==> src/hdl/ucfb_pkg.sv <==
// Constants, types and helper functions shared by the serial-to-CAN bridge.
// Assumes one 40 MHz clock; the CAN controller and UART shifters sit outside.
//
// Summary of operation
// - Standard 11-bit or extended 29-bit identifiers selectable.
// - Nine preset CAN bit rates selectable.
// - Unreachable user rate runs at nearest rate.
// - Sample point and jump width are configurable.
// - Received identifiers pass code and mask filter.
// - Normal mode accepts only well-formed command strings.
// - Normal mode emits received frames as strings.
// - Pair mode sends serial bytes under fixed identifier.
// - Listen-only mode never drives the CAN bus.
// - Pair mode optionally emits identifier with data.
// - Pair mode appends no end characters to CAN-sourced data.
// - End sequence completes buffer, sending starts immediately.
// - Without end character, timeout or full buffer sends.
// - End choices: CR, LF, CR-LF, LF-CR.
// - One or two user bytes as end sequence.
// - CAN timeout delays serial output; zero none.
// - Serial timeout restarts per byte, only without ends.

package ucfb_pkg;

	// ----------------------------------------
	// Clock and time
	// ----------------------------------------
	localparam int CLK_HZ = 40_000_000;
	localparam int CLK_PERIOD_NS = 25;
	localparam int MS_TIME_NS = 1_000_000;
	localparam int MS_CYCLES_DEF = MS_TIME_NS / CLK_PERIOD_NS;
	localparam int TQ_PER_BIT_DEF = 16;
	localparam logic [4:0] SAMPLE_TQ_RST = 5'h0E;
	localparam logic [1:0] SJW_RST = 2'h1;
	localparam logic [15:0] PRESCALER_RST = 16'h0014;

	// ----------------------------------------
	// Characters
	// ----------------------------------------
	localparam logic [7:0] CH_CR = 8'h0D;
	localparam logic [7:0] CH_LF = 8'h0A;
	localparam logic [7:0] CH_STD = 8'h74;
	localparam logic [7:0] CH_EXT = 8'h65;
	localparam logic [28:0] STD_ID_MASK = 29'h0000_07FF;
	localparam logic [3:0] MAX_DLC = 4'h8;

	// ----------------------------------------
	// Types
	// ----------------------------------------
	typedef enum logic [1:0] {MODE_NORMAL, MODE_PAIR, MODE_LISTEN} ucfb_mode_t;
	typedef enum logic [2:0] {END_NONE, END_CR, END_LF, END_CRLF, END_LFCR,
		END_USER1, END_USER2} ucfb_end_t;

	typedef struct packed {
		logic ext;
		logic [28:0] id;
		logic [3:0] dlc;
		logic [63:0] data;
	} ucfb_frame_t;

	typedef struct packed {
		logic [15:0] prescaler;
		logic [4:0] tseg1;
		logic [4:0] tseg2;
		logic [1:0] resync_jump_width;
	} ucfb_timing_t;

	// Preset rates in bit/s; index 8 is the 83.3k setting
	function automatic logic [19:0] presetRate(input logic [3:0] sel);
		case (sel)
			4'h0: presetRate = 20'd10_000;
			4'h1: presetRate = 20'd20_000;
			4'h2: presetRate = 20'd50_000;
			4'h3: presetRate = 20'd125_000;
			4'h4: presetRate = 20'd250_000;
			4'h5: presetRate = 20'd500_000;
			4'h6: presetRate = 20'd800_000;
			4'h7: presetRate = 20'd1_000_000;
			4'h8: presetRate = 20'd83_333;
			default: presetRate = 20'd125_000;
		endcase
	endfunction

	function automatic logic [7:0] hexChar(input logic [3:0] n);
		hexChar = (n < 4'hA) ? (8'h30 + {4'h0, n}) : (8'h37 + {4'h0, n});
	endfunction

	// Bit 4 flags a valid hex digit
	function automatic logic [4:0] hexVal(input logic [7:0] c);
		if (c >= 8'h30 && c <= 8'h39) begin
			hexVal = {1'b1, c[3:0]};
		end else if ((c >= 8'h41 && c <= 8'h46) || (c >= 8'h61 && c <= 8'h66)) begin
			hexVal = {1'b1, c[3:0] + 4'h9};
		end else begin
			hexVal = 5'h00;
		end
	endfunction

endpackage

==> src/hdl/ucfb_ms_timeout.sv <==
// Millisecond timeout: a cycle prescaler feeding a saturating ms count.
// Assumes restart is a same-clock pulse; limit zero reads expired at once.
`timescale 1ns/1ps

module ucfb_ms_timeout import ucfb_pkg::*; #(
	parameter int MS_CYCLES = MS_CYCLES_DEF
) (
	input wire logic clk,
	input wire logic sys_rst,
	input wire logic restart,
	input wire logic [15:0] limitMs,
	output logic expired
);

	typedef struct packed {
		logic [15:0] pre;
		logic [15:0] ms;
	} ucfb_tmo_t;

	ucfb_tmo_t st;
	ucfb_tmo_t next_st;

	// ----------------------------------------
	// Tick and count
	// ----------------------------------------
	always_comb begin
		next_st = st;
		if (restart) begin
			next_st = '0;
		end else if (st.ms != 16'hFFFF) begin
			if (st.pre == 16'(MS_CYCLES - 1)) begin
				next_st.pre = 16'h0000;
				next_st.ms = st.ms + 16'h0001;
			end else begin
				next_st.pre = st.pre + 16'h0001;
			end
		end
	end

	always_ff @(posedge clk or posedge sys_rst) begin
		if (sys_rst) begin
			st <= '0;
		end else begin
			st <= next_st;
		end
	end

	assign expired = (st.ms >= limitMs);

endmodule

==> src/hdl/ucfb_bit_timing.sv <==
// Bit timing: turns a rate choice into prescaler and segment lengths.
// Assumes settings are quasi-static; results settle one clock after a change.
`timescale 1ns/1ps

module ucfb_bit_timing import ucfb_pkg::*; #(
	parameter int TQ_PER_BIT = TQ_PER_BIT_DEF
) (
	input wire logic clk,
	input wire logic sys_rst,
	input wire logic [3:0] rateSel,
	input wire logic useUserRate,
	input wire logic [19:0] userRateBps,
	input wire logic [4:0] samplePointTq,
	input wire logic [1:0] resyncJumpWidth,
	output ucfb_timing_t timing
);

	typedef struct packed {
		ucfb_timing_t t;
	} ucfb_bt_t;

	localparam logic [4:0] TQ = 5'(TQ_PER_BIT);

	ucfb_bt_t st;
	ucfb_bt_t next_st;
	logic [19:0] rate;
	logic [31:0] den;
	logic [31:0] quo;
	logic [4:0] sp;

	// ----------------------------------------
	// Divider and segments
	// ----------------------------------------
	always_comb begin
		next_st = st;
		rate = useUserRate ? userRateBps : presetRate(rateSel);
		if (rate == 20'h0_0000) begin
			rate = 20'h0_0001;
		end
		den = {12'h000, rate} * 32'(TQ_PER_BIT);
		// Rounded quotient picks the closest reachable rate
		quo = (32'(CLK_HZ) + (den >> 1)) / den;
		if (quo == 32'h0000_0000) begin
			next_st.t.prescaler = 16'h0001;
		end else if (quo > 32'h0000_FFFF) begin
			next_st.t.prescaler = 16'hFFFF;
		end else begin
			next_st.t.prescaler = quo[15:0];
		end
		sp = samplePointTq;
		if (sp < 5'h02) begin
			sp = 5'h02;
		end else if (sp > TQ - 5'h01) begin
			sp = TQ - 5'h01;
		end
		next_st.t.tseg1 = sp - 5'h01;
		next_st.t.tseg2 = TQ - sp;
		if (resyncJumpWidth == 2'h0) begin
			next_st.t.resync_jump_width = 2'h1;
		end else if ({3'h0, resyncJumpWidth} > TQ - sp) begin
			next_st.t.resync_jump_width = 2'((TQ - sp));
		end else begin
			next_st.t.resync_jump_width = resyncJumpWidth;
		end
	end

	always_ff @(posedge clk or posedge sys_rst) begin
		if (sys_rst) begin
			st.t.prescaler <= PRESCALER_RST;
			st.t.tseg1 <= SAMPLE_TQ_RST - 5'h01;
			st.t.tseg2 <= TQ - SAMPLE_TQ_RST;
			st.t.resync_jump_width <= SJW_RST;
		end else begin
			st <= next_st;
		end
	end

	assign timing = st.t;

endmodule

==> src/hdl/ucfb_bridge.sv <==
// Serial-to-CAN bridge core: parser, pair-mode packer and frame-to-text emitter.
// Assumes a UART byte receiver/transmitter and a CAN controller on this clock.
`timescale 1ns/1ps

module ucfb_bridge import ucfb_pkg::*; #(
	parameter int MS_CYCLES = MS_CYCLES_DEF,
	parameter int TQ_PER_BIT = TQ_PER_BIT_DEF
) (
	input wire logic clk,
	input wire logic sys_rst,
	input ucfb_mode_t commMode,
	input wire logic idExtended,
	input wire logic [3:0] rateSel,
	input wire logic useUserRate,
	input wire logic [19:0] userRateBps,
	input wire logic [4:0] samplePointTq,
	input wire logic [1:0] resyncJumpWidth,
	input wire logic [28:0] accCode,
	input wire logic [28:0] accMask,
	input wire logic [28:0] fixedId,
	input wire logic respondWithId,
	input ucfb_end_t endSel,
	input wire logic [7:0] userEnd1,
	input wire logic [7:0] userEnd2,
	input wire logic [15:0] canTimeoutMs,
	input wire logic [15:0] uartTimeoutMs,
	input wire logic uartRxValid,
	input wire logic [7:0] uartRxData,
	output logic uartRxReady,
	output logic uartTxValid,
	output logic [7:0] uartTxData,
	input wire logic uartTxReady,
	output logic uartCmdError,
	output logic canTxValid,
	output ucfb_frame_t canTxFrame,
	input wire logic canTxReady,
	input wire logic canRxValid,
	input ucfb_frame_t canRxFrame,
	output logic canRxReady,
	output logic canSilent,
	output ucfb_timing_t canTiming
);

	typedef enum {P_CMD, P_ID, P_LEN, P_DATA, P_END, P_SKIP} ucfb_parse_t;

	typedef struct packed {
		ucfb_parse_t pState;
		logic [3:0] nib;
		logic pExt;
		ucfb_frame_t txF;
		logic txPending;
		logic prevMatch;
		ucfb_frame_t rxF;
		logic rxHeld;
		logic emitting;
		logic [5:0] pos;
		logic [7:0] outByte;
		logic errPulse;
	} ucfb_state_t;

	ucfb_state_t st;
	ucfb_state_t next_st;
	logic rxTake;
	logic accept;
	logic canExpired;
	logic uartExpired;
	logic [4:0] hv;
	logic [7:0] endFirst;
	logic [7:0] endSecond;
	logic [1:0] endLen;
	logic [28:0] fMask;
	logic m1;
	logic m2;
	logic [3:0] cnt;
	logic [3:0] newDlc;
	logic [3:0] nidParse;
	logic isPair;

	// ----------------------------------------
	// Helpers
	// ----------------------------------------
	function automatic logic [5:0] frameLen(input ucfb_frame_t f, input logic pair,
		input logic withId);
		if (pair) begin
			frameLen = (withId ? (f.ext ? 6'd4 : 6'd2) : 6'd0) + {2'b00, f.dlc};
		end else begin
			frameLen = (f.ext ? 6'd8 : 6'd3) + {1'b0, f.dlc, 1'b0} + 6'd3;
		end
	endfunction

	function automatic logic [7:0] charAt(input logic [5:0] p, input ucfb_frame_t f,
		input logic pair, input logic withId);
		logic [31:0] idPad;
		logic [5:0] nid;
		logic [5:0] j;
		logic [7:0] b;
		idPad = {3'b000, f.id};
		charAt = CH_CR;
		if (pair) begin
			nid = withId ? (f.ext ? 6'd4 : 6'd2) : 6'd0;
			if (p < nid) begin
				charAt = 8'(idPad >> {(nid - 6'd1 - p), 3'b000});
			end else begin
				j = p - nid;
				charAt = f.data[{j[2:0], 3'b000} +: 8];
			end
		end else begin
			nid = f.ext ? 6'd8 : 6'd3;
			if (p == 6'd0) begin
				charAt = f.ext ? CH_EXT : CH_STD;
			end else if (p <= nid) begin
				charAt = hexChar(4'(idPad >> {(nid - p), 2'b00}));
			end else if (p == nid + 6'd1) begin
				charAt = hexChar(f.dlc);
			end else if (p < nid + 6'd2 + {1'b0, f.dlc, 1'b0}) begin
				j = p - nid - 6'd2;
				b = f.data[{j[3:1], 3'b000} +: 8];
				charAt = hexChar(j[0] ? b[3:0] : b[7:4]);
			end
		end
	endfunction

	// ----------------------------------------
	// Submodules
	// ----------------------------------------
	ucfb_bit_timing #(.TQ_PER_BIT(TQ_PER_BIT)) bitTiming (
		.clk(clk),
		.sys_rst(sys_rst),
		.rateSel(rateSel),
		.useUserRate(useUserRate),
		.userRateBps(userRateBps),
		.samplePointTq(samplePointTq),
		.resyncJumpWidth(resyncJumpWidth),
		.timing(canTiming)
	);

	ucfb_ms_timeout #(.MS_CYCLES(MS_CYCLES)) canTimer (
		.clk(clk),
		.sys_rst(sys_rst),
		.restart(accept),
		.limitMs(canTimeoutMs),
		.expired(canExpired)
	);

	ucfb_ms_timeout #(.MS_CYCLES(MS_CYCLES)) uartTimer (
		.clk(clk),
		.sys_rst(sys_rst),
		.restart(rxTake),
		.limitMs(uartTimeoutMs),
		.expired(uartExpired)
	);

	// ----------------------------------------
	// End sequence selection
	// ----------------------------------------
	always_comb begin
		endFirst = CH_CR;
		endSecond = CH_LF;
		endLen = 2'd1;
		case (endSel)
			END_NONE: endLen = 2'd0;
			END_CR: endFirst = CH_CR;
			END_LF: endFirst = CH_LF;
			END_CRLF: endLen = 2'd2;
			END_LFCR: begin
				endFirst = CH_LF;
				endSecond = CH_CR;
				endLen = 2'd2;
			end
			END_USER1: endFirst = userEnd1;
			END_USER2: begin
				endFirst = userEnd1;
				endSecond = userEnd2;
				endLen = 2'd2;
			end
			default: endLen = 2'd0;
		endcase
	end

	// ----------------------------------------
	// Next state
	// ----------------------------------------
	always_comb begin
		next_st = st;
		next_st.errPulse = 1'b0;
		isPair = (commMode == MODE_PAIR);
		rxTake = uartRxValid && !st.txPending;
		hv = hexVal(uartRxData);
		nidParse = st.pExt ? 4'd8 : 4'd3;
		cnt = st.txF.dlc;
		newDlc = cnt;
		m1 = 1'b0;
		m2 = 1'b0;
		fMask = canRxFrame.ext ? accMask : (accMask & STD_ID_MASK);
		accept = 1'b0;

		if (canTxValid && canTxReady) begin
			next_st.txPending = 1'b0;
			next_st.txF = '0;
		end

		if (rxTake && isPair) begin
			// Byte order kept: byte 0 leaves first
			next_st.txF.data[{cnt[2:0], 3'b000} +: 8] = uartRxData;
			next_st.txF.ext = idExtended;
			next_st.txF.id = idExtended ? fixedId : (fixedId & STD_ID_MASK);
			m1 = (endLen == 2'd1) && (uartRxData == endFirst);
			m2 = (endLen == 2'd2) && st.prevMatch && (uartRxData == endSecond);
			if (m1) begin
				newDlc = cnt;
			end else if (m2) begin
				// First end byte may already sit in a frame that left
				newDlc = (cnt == 4'd0) ? 4'd0 : cnt - 4'd1;
			end else begin
				newDlc = cnt + 4'd1;
			end
			next_st.txF.dlc = newDlc;
			next_st.txF.data = next_st.txF.data & ~(64'hFFFF_FFFF_FFFF_FFFF << {newDlc, 3'b000});
			next_st.txPending = (m1 || m2) ? (newDlc != 4'd0) : (newDlc == MAX_DLC);
			next_st.prevMatch = (endLen == 2'd2) && (uartRxData == endFirst) && !m2;
		end else if (rxTake) begin
			case (st.pState)
				P_CMD: begin
					next_st.txF = '0;
					next_st.nib = 4'd0;
					if (uartRxData == CH_STD) begin
						next_st.pExt = 1'b0;
						next_st.pState = P_ID;
					end else if (uartRxData == CH_EXT && idExtended) begin
						next_st.pExt = 1'b1;
						next_st.pState = P_ID;
					end else begin
						next_st.errPulse = 1'b1;
						next_st.pState = (uartRxData == CH_CR) ? P_CMD : P_SKIP;
					end
				end
				P_ID: begin
					if (hv[4]) begin
						next_st.txF.id = {st.txF.id[24:0], hv[3:0]};
						next_st.nib = st.nib + 4'd1;
						if (st.nib == nidParse - 4'd1) begin
							next_st.nib = 4'd0;
							next_st.pState = P_LEN;
						end
					end else begin
						next_st.errPulse = 1'b1;
						next_st.pState = (uartRxData == CH_CR) ? P_CMD : P_SKIP;
					end
				end
				P_LEN: begin
					if (hv[4] && hv[3:0] <= MAX_DLC) begin
						next_st.txF.dlc = hv[3:0];
						next_st.pState = (hv[3:0] == 4'd0) ? P_END : P_DATA;
					end else begin
						next_st.errPulse = 1'b1;
						next_st.pState = (uartRxData == CH_CR) ? P_CMD : P_SKIP;
					end
				end
				P_DATA: begin
					if (hv[4]) begin
						next_st.txF.data[{st.nib[3:1], ~st.nib[0], 2'b00} +: 4] = hv[3:0];
						next_st.nib = st.nib + 4'd1;
						if ({1'b0, st.nib} == {st.txF.dlc, 1'b0} - 5'd1) begin
							next_st.pState = P_END;
						end
					end else begin
						next_st.errPulse = 1'b1;
						next_st.pState = (uartRxData == CH_CR) ? P_CMD : P_SKIP;
					end
				end
				P_END: begin
					if (uartRxData == CH_CR) begin
						next_st.txF.ext = st.pExt;
						next_st.txF.id = st.pExt ? st.txF.id : (st.txF.id & STD_ID_MASK);
						// Listen-only swallows well-formed commands
						next_st.txPending = (commMode != MODE_LISTEN);
						next_st.pState = P_CMD;
					end else begin
						next_st.errPulse = 1'b1;
						next_st.pState = P_SKIP;
					end
				end
				P_SKIP: begin
					if (uartRxData == CH_CR) begin
						next_st.pState = P_CMD;
					end
				end
				default: next_st.pState = P_CMD;
			endcase
		end

		// Timeout flush only when no end sequence is set
		if (isPair && endLen == 2'd0 && !st.txPending && st.txF.dlc != 4'd0
			&& !rxTake && uartExpired) begin
			next_st.txPending = 1'b1;
		end

		// Frames failing the filter are consumed and dropped
		if (canRxValid && !st.rxHeld) begin
			accept = (((canRxFrame.id ^ accCode) & fMask) == 29'h0000_0000)
				&& (idExtended || !canRxFrame.ext);
		end
		if (accept) begin
			next_st.rxHeld = 1'b1;
			next_st.rxF = canRxFrame;
			next_st.emitting = 1'b0;
			next_st.pos = 6'd0;
		end else if (st.rxHeld && !st.emitting && canExpired) begin
			if (frameLen(st.rxF, isPair, respondWithId) == 6'd0) begin
				next_st.rxHeld = 1'b0;
			end else begin
				next_st.emitting = 1'b1;
				next_st.pos = 6'd0;
			end
		end else if (st.emitting && uartTxReady) begin
			if (st.pos == frameLen(st.rxF, isPair, respondWithId) - 6'd1) begin
				next_st.emitting = 1'b0;
				next_st.rxHeld = 1'b0;
			end else begin
				next_st.pos = st.pos + 6'd1;
			end
		end
		next_st.outByte = charAt(next_st.pos, next_st.rxF, isPair, respondWithId);
	end

	always_ff @(posedge clk or posedge sys_rst) begin
		if (sys_rst) begin
			st <= '0;
		end else begin
			st <= next_st;
		end
	end

	// ----------------------------------------
	// Outputs
	// ----------------------------------------
	assign uartRxReady = !st.txPending;
	assign uartTxValid = st.emitting;
	assign uartTxData = st.outByte;
	assign uartCmdError = st.errPulse;
	assign canTxValid = st.txPending && (commMode != MODE_LISTEN);
	assign canTxFrame = st.txF;
	assign canRxReady = !st.rxHeld;
	assign canSilent = (commMode == MODE_LISTEN);

endmodule

==> config.mk <==
export PLATFORM = sky130hd
export DESIGN_NAME = ucfb_bridge
export DESIGN_NICKNAME = d
export VERILOG_FILES = /design/src/hdl/ucfb_pkg.sv /design/src/hdl/ucfb_ms_timeout.sv /design/src/hdl/ucfb_bit_timing.sv /design/src/hdl/ucfb_bridge.sv
export SDC_FILE = /design/constraint.sdc
export NUM_CORES = 2
export LEC_CHECK = 0
export BUFFER_PORTS_ARGS = -buffer_cell sky130_fd_sc_hd__buf_2
export CAP_MARGIN = 0
export CORE_UTILIZATION = 60
export CTS_BUF_LIST = sky130_fd_sc_hd__clkbuf_16
export DETAILED_ROUTE_END_ITERATION = 7
export PLACE_DENSITY = 0.89
export SLEW_MARGIN = 5
export SYNTH_ARGS = -nofsm -noshare
export SYNTH_HDL_FRONTEND = slang
export SYNTH_SLANG_ARGS = --single-unit
==> constraint.sdc <==
create_clock -name clk -period 19.5 [get_ports clk]
set_input_delay 3.9 -clock clk [delete_from_list [all_inputs] [get_ports clk]]
set_output_delay 3.9 -clock clk [all_outputs]
set_load 0.02 [all_outputs]
==> key figures, run 1 <==
Global routing
  • Maximum number of pins on one net before global-route repair: 137
  • Overflow left after global routing: 1755
  • Via count of the first global-routing pass: 71890
  • First-pass GRT wire length: 491000 um
  • Global-route usage over all layers: 91.2%

Status
  • Stop stage: 5_1_grt
  • Run-stopping error: [ERROR GRT-0116] Global routing finished with congestion. Check the congestion regions in the DRC Viewer.
  • Status: stopped before the end

Die
  • Initial standard-cell utilization of the core: 60.9%
  • IO Count: 426
  • Chip height: 266 um
  • DIE WIDTH: roughly 270 um
  • Core Rows: 96

Synthesis
  • Largest area contributor in the synthesized netlist: sky130_fd_sc_hd__dfrtp_1
  • Netlist cell types: ~120
  • Area share of the largest cell type after synthesis: 18.4%
  • Total standard cell area after synthesis: approximately 42000 um2
  • Post-synth EDFFs: 0
  • Per-instance average area after synthesis: 7.91 um2
  • Post-Synthesis Cells: 5300
  • Top area cells in the synthesized netlist: sky130_fd_sc_hd__dfrtp_1 18%, sky130_fd_sc_hd__ha_1 14%, sky130_fd_sc_hd__nor2_1 4.5%
  • Sequential fraction of the synthesis area: 18.8%
  • Primary FF master, synth: sky130_fd_sc_hd__dfrtp_1
  • Async set-or-reset flop fraction in the synthesized netlist: 100%
  • Flip-flop and latch count after synthesis: 315
  • Top cell types by occurrence after synthesis: 505 x sky130_fd_sc_hd__nor2_1, 468 x sky130_fd_sc_hd__ha_1, 458 x sky130_fd_sc_hd__nand2_1, 361 x sky130_fd_sc_hd__a21oi_1, 308 x sky130_fd_sc_hd__dfrtp_1
  • Most frequent cell after synthesis: sky130_fd_sc_hd__nor2_1
  • Warnings from Yosys: 0

Clock network
  • Number of CTS-inserted buffers: 38
  • CTS sink cnt: 315
  • Root buf cell: sky130_fd_sc_hd__clkbuf_16
  • Worst-case clock buffer depth: 3
  • Maximum level of the CTS H-tree: 2

Placement
  • Buffers added on ports: 425
  • Post-Place Worst Slack: -42.01 ns
  • Global placement routability congestion: 1.09
  • Post-detail-place hpwl: 133000 um
through the flow:
step	cells	TNS (ns)	hold slack, ns	cell area (um2)
2_1_floorplan	5306	-310.48	0.430	43500
4_1_cts	7935	-286.63	0.468	59400
3_3_place_gp	7581	-290.15	0.445	54100
3_5_place_dp	7581	-330.77	0.458	54100
logic make-up after synthesis:
| family | share of synthesized area [%] |
|---|---|
| simple gates | 20.9 |
| xor+xnor | 6.91 |
| flops | 18.8 |
| other cells | 0.0179 |
| fa+ha+maj | 14.2 |
| mux | 9.55 |
| buf+inv | 6.40 |
| compound gates | 23.3 |
per-layer routing:
| layer | GRT usage (%) | GRT overflow |
|---|---|---|
| met1 | 88.7 | 154 |
| met2 | 101 | 942 |
| met3 | 84.5 | 169 |
| met4 | 91.1 | 460 |
| met5 | 74.1 | 30 |
timing repair:
action | CTS
hold buffers | 0
endpoints found under the setup margin | 16
pin swaps | 258
resized for setup | 431
gates cloned | 2
buffers inserted | 288
==> run 2: changes to the inputs <==
CORE_UTILIZATION = 40   (was 60)
CTS_BUF_LIST = default   (was sky130_fd_sc_hd__clkbuf_16)
PLACE_DENSITY = default   (was 0.89)
PLACE_DENSITY_LB_ADDON = 0.15   (was default)
==> run 2 against run 1 <==
  * The flow now finishes, with violations (negative setup slack)
  * Area after synthesis is the same
  * Synthesized cell count is the same
==> key figures, run 2 <==
Status
  • Status: finished with violations
  • Violated checks: negative setup slack

Timing
  • Worst hold margin: 0.472 ns
  • Max Clk Rate: between 15 and 20 MHz
  • Clock skew: between 0.015 and 0.02 ns
  • Count of endpoints failing setup in the final report: 16
  • Min setup slack post-route: -37.50 ns
  • Setup repair after global routing missed its margin: true
  • Slew Limit Fails: 0
  • Headroom to the max-slew limit: 17.7%
  • Worst Tran Pin Value: 1.22 ns
  • Minimum clock period after layout: ~57 ns
  • Final count of hold timing violations: 0
  • Period utilization: 292%

Finish
  • Register Area: 7890 um2
  • Most frequent cells in the layout: 1542 x sky130_fd_sc_hd__buf_4, 456 x sky130_fd_sc_hd__nor2_1, 425 x sky130_fd_sc_hd__nand2_1
  • Layout overhead on the synthesized area: 48.0%
  • Final design instance area without fill: 62100 um2
  • Util after Layout: between 50% and 60%
  • # fillers: 9247
  • Number of nets in the final layout: 7888
  • Top register by number of flip-flops: st
  • Most common cell after layout, fill and taps aside: sky130_fd_sc_hd__buf_4
  • Fraction of final layout cells sized beyond drive strength 1: 40.5%
  • Area of combinational cells with multiple inputs: 34900 um2
  • Number of flip-flops in the largest register: ~120

Placement
  • Buffers added on ports: around 430
  • DP Area: 55200 um2
  • Post-detail-place hpwl: 125000 um
  • Global placement routability congestion: 0.968

Die
  • DIE WIDTH: around 330 um
  • Area of the die: ~110000 um2
  • Core Footprint: 104000 um2
  • Initial standard-cell utilization of the core: between 40 and 50%
  • Chip height: 326 um
  • IO Count: 426
  • Core Rows: 118

Synthesis
  • Top cell types by occurrence after synthesis: 505 x sky130_fd_sc_hd__nor2_1, 468 x sky130_fd_sc_hd__ha_1, 458 x sky130_fd_sc_hd__nand2_1, 361 x sky130_fd_sc_hd__a21oi_1, 308 x sky130_fd_sc_hd__dfrtp_1
  • Largest area contributor in the synthesized netlist: sky130_fd_sc_hd__dfrtp_1
  • Top area cells in the synthesized netlist: sky130_fd_sc_hd__dfrtp_1 18%, sky130_fd_sc_hd__ha_1 14%, sky130_fd_sc_hd__nor2_1 4.5%
  • Sequential fraction of the synthesis area: a little under a fifth
  • Post-synth EDFFs: 0
  • Netlist cell types: 115
  • Post-Synthesis Cells: 5300
  • Primary FF master, synth: sky130_fd_sc_hd__dfrtp_1
  • Async set-or-reset flop fraction in the synthesized netlist: 100%
  • Per-instance average area after synthesis: 7.91 um2
  • Most frequent cell after synthesis: sky130_fd_sc_hd__nor2_1
  • Area share of the largest cell type after synthesis: 18.4%
  • Warnings from Yosys: 0
  • Flip-flop and latch count after synthesis: 315
  • Total standard cell area after synthesis: 41900 um2

Global routing
  • Number of antenna violations at the first check in global routing: 6
  • Global-route usage over all layers: around 30%
  • First-pass GRT wire length: 259000 um
  • Maximum number of pins on one net before global-route repair: 138
  • Overflow left after global routing: 0
  • Via count of the first global-routing pass: 46946

Clock network
  • Worst-skew pair later-pin latency: 0.61 ns
  • Root buf cell: sky130_fd_sc_hd__clkbuf_16
  • CTS Hold Bufs: 0
  • Clock transition at the register clock pins on the worst setup and hold paths after CTS: ~0.060 ns
  • Worst-case clock buffer depth: 3
  • Maximum level of the CTS H-tree: 2
  • CTS sink cnt: ~320
  • Clock tree from TritonCTS: yes
  • Number of CTS-inserted buffers: 40

Flow run
  • # Max-Cap Violations: 0

Worst setup path
  • Slowest library cell on the worst path: sky130_fd_sc_hd__or4b_4
  • Peak per-stage delay on the critical path: 0.50 ns
  • Most used cell, CP: sky130_fd_sc_hd__buf_4
  • Required arrival time at the worst endpoint: between 15 and 20 ns
  • Critical path launch point type: input pin
  • Worst Path Max Fanout: 24
  • WS Path Type: input pin to register
  • Crit path DAT: 57.48 ns
  • Crit end category: register

Detailed routing
  • Via density per instance: between 5 and 6
  • Detailed-route DRC error count: 0
  • Number of iterations in the first detailed-routing pass: 8
  • Detailed-route wire length: 168000 um
  • Antenna-violating nets left: 0
  • Via total after detailed routing: 48211
  • Wirelength per Cell: 19.6 um
  • Drt initial violations: 3759

Min path
  • Class of the tightest hold or removal check: register to register
run 2: layout make-up:
type,count,area share (%)
antenna,2,0.00806
timing repair buffer,2076,24.3
sequential,315,12.7
inverter,294,1.83
multi-input combinational,4403,56.2
clock inverter,12,0.256
clock buffer,60,1.93
tap,1380,2.78
run 2: critical path, delay by kind of cell:
kind | cells | cell delay, ns
AOI/OAI and AO/OA | 140 | 25.82
adders and majority gates | 23 | 5.68
buffers and inverters | 64 | 8.30
muxes | 8 | 2.51
and+or+nand+nor | 67 | 11.21
run 2: path summary, 6_finish.rpt:
| path | cells after the start | end | from | slack, ns |
|---|---|---|---|---|
| min in group asynchronous | 2 | st[97]$_DFF_PP0_ | sys_rst | 3.42 |
| hold / removal | 2 | st[115]$_DFFE_PP0P_ | st[115]$_DFFE_PP0P_ | 0.47 |
| hold reg to reg | 2 | st[115]$_DFFE_PP0P_ | st[115]$_DFFE_PP0P_ | 0.47 |
| max in group asynchronous | 4 | uartTimer.st[7]$_DFFE_PP0P_ | sys_rst | 13.86 |
| setup reg to reg | 34 | uartTxData[2]$_DFF_PP0_ | canTimer.st[0]$_DFFE_PP0P_ | 11.27 |
| setup / recovery | 302 | bitTiming.timing[12]$_DFF_PP0_ | rateSel[1] | -37.50 |
run 2: metrics by stage:
step	setup WS (ns)	TNS, ns	std cells
finish	-37.50	-285.86	8542
global route	-40.06	-307.79	8542
CTS	-36.49	-273.76	8471
detailed placement	-39.91	-312.35	8101
global placement	-39.05	-303.51	8101
floorplan	-40.28	-310.48	5306
run 2: what timing repair did:
item                                    in CTS  in global routing
cloned                                       6                  0
buffers inserted                           293                 74
endpoints found under the setup margin      16                 16
resized for setup                          398                204
pin swaps                                  213                169
run 2: cells by family (layout without fill, tap and decap cells):
kind of cell | after synthesis | in the layout | synth area share [%]
compound gates | 1467 | 1468 | 23.3
mux | 317 | 317 | 9.55
other cells | 2 | 10 | 0.0179
flops | 315 | 315 | 18.8
buf+inv | 591 | 2442 | 6.40
fa+ha+maj | 472 | 472 | 14.2
simple gates | 1805 | 1807 | 20.9
xor+xnor | 331 | 331 | 6.91
run 2: layer usage:
| layer | global-route usage [%] | part of all wire [%] |
|---|---|---|
| met2 | 50.7 | 46 |
| met1 | 39.9 | 44 |
| met4 | 10.8 | 4.1 |
| met3 | 3.03 | 5.9 |
| met5 | 0 | 0.0048 |
Power of run 2 is left out: the tool's default activity adds up to more than one toggle a clock period on the data nets, which glitch-free logic cannot reach.
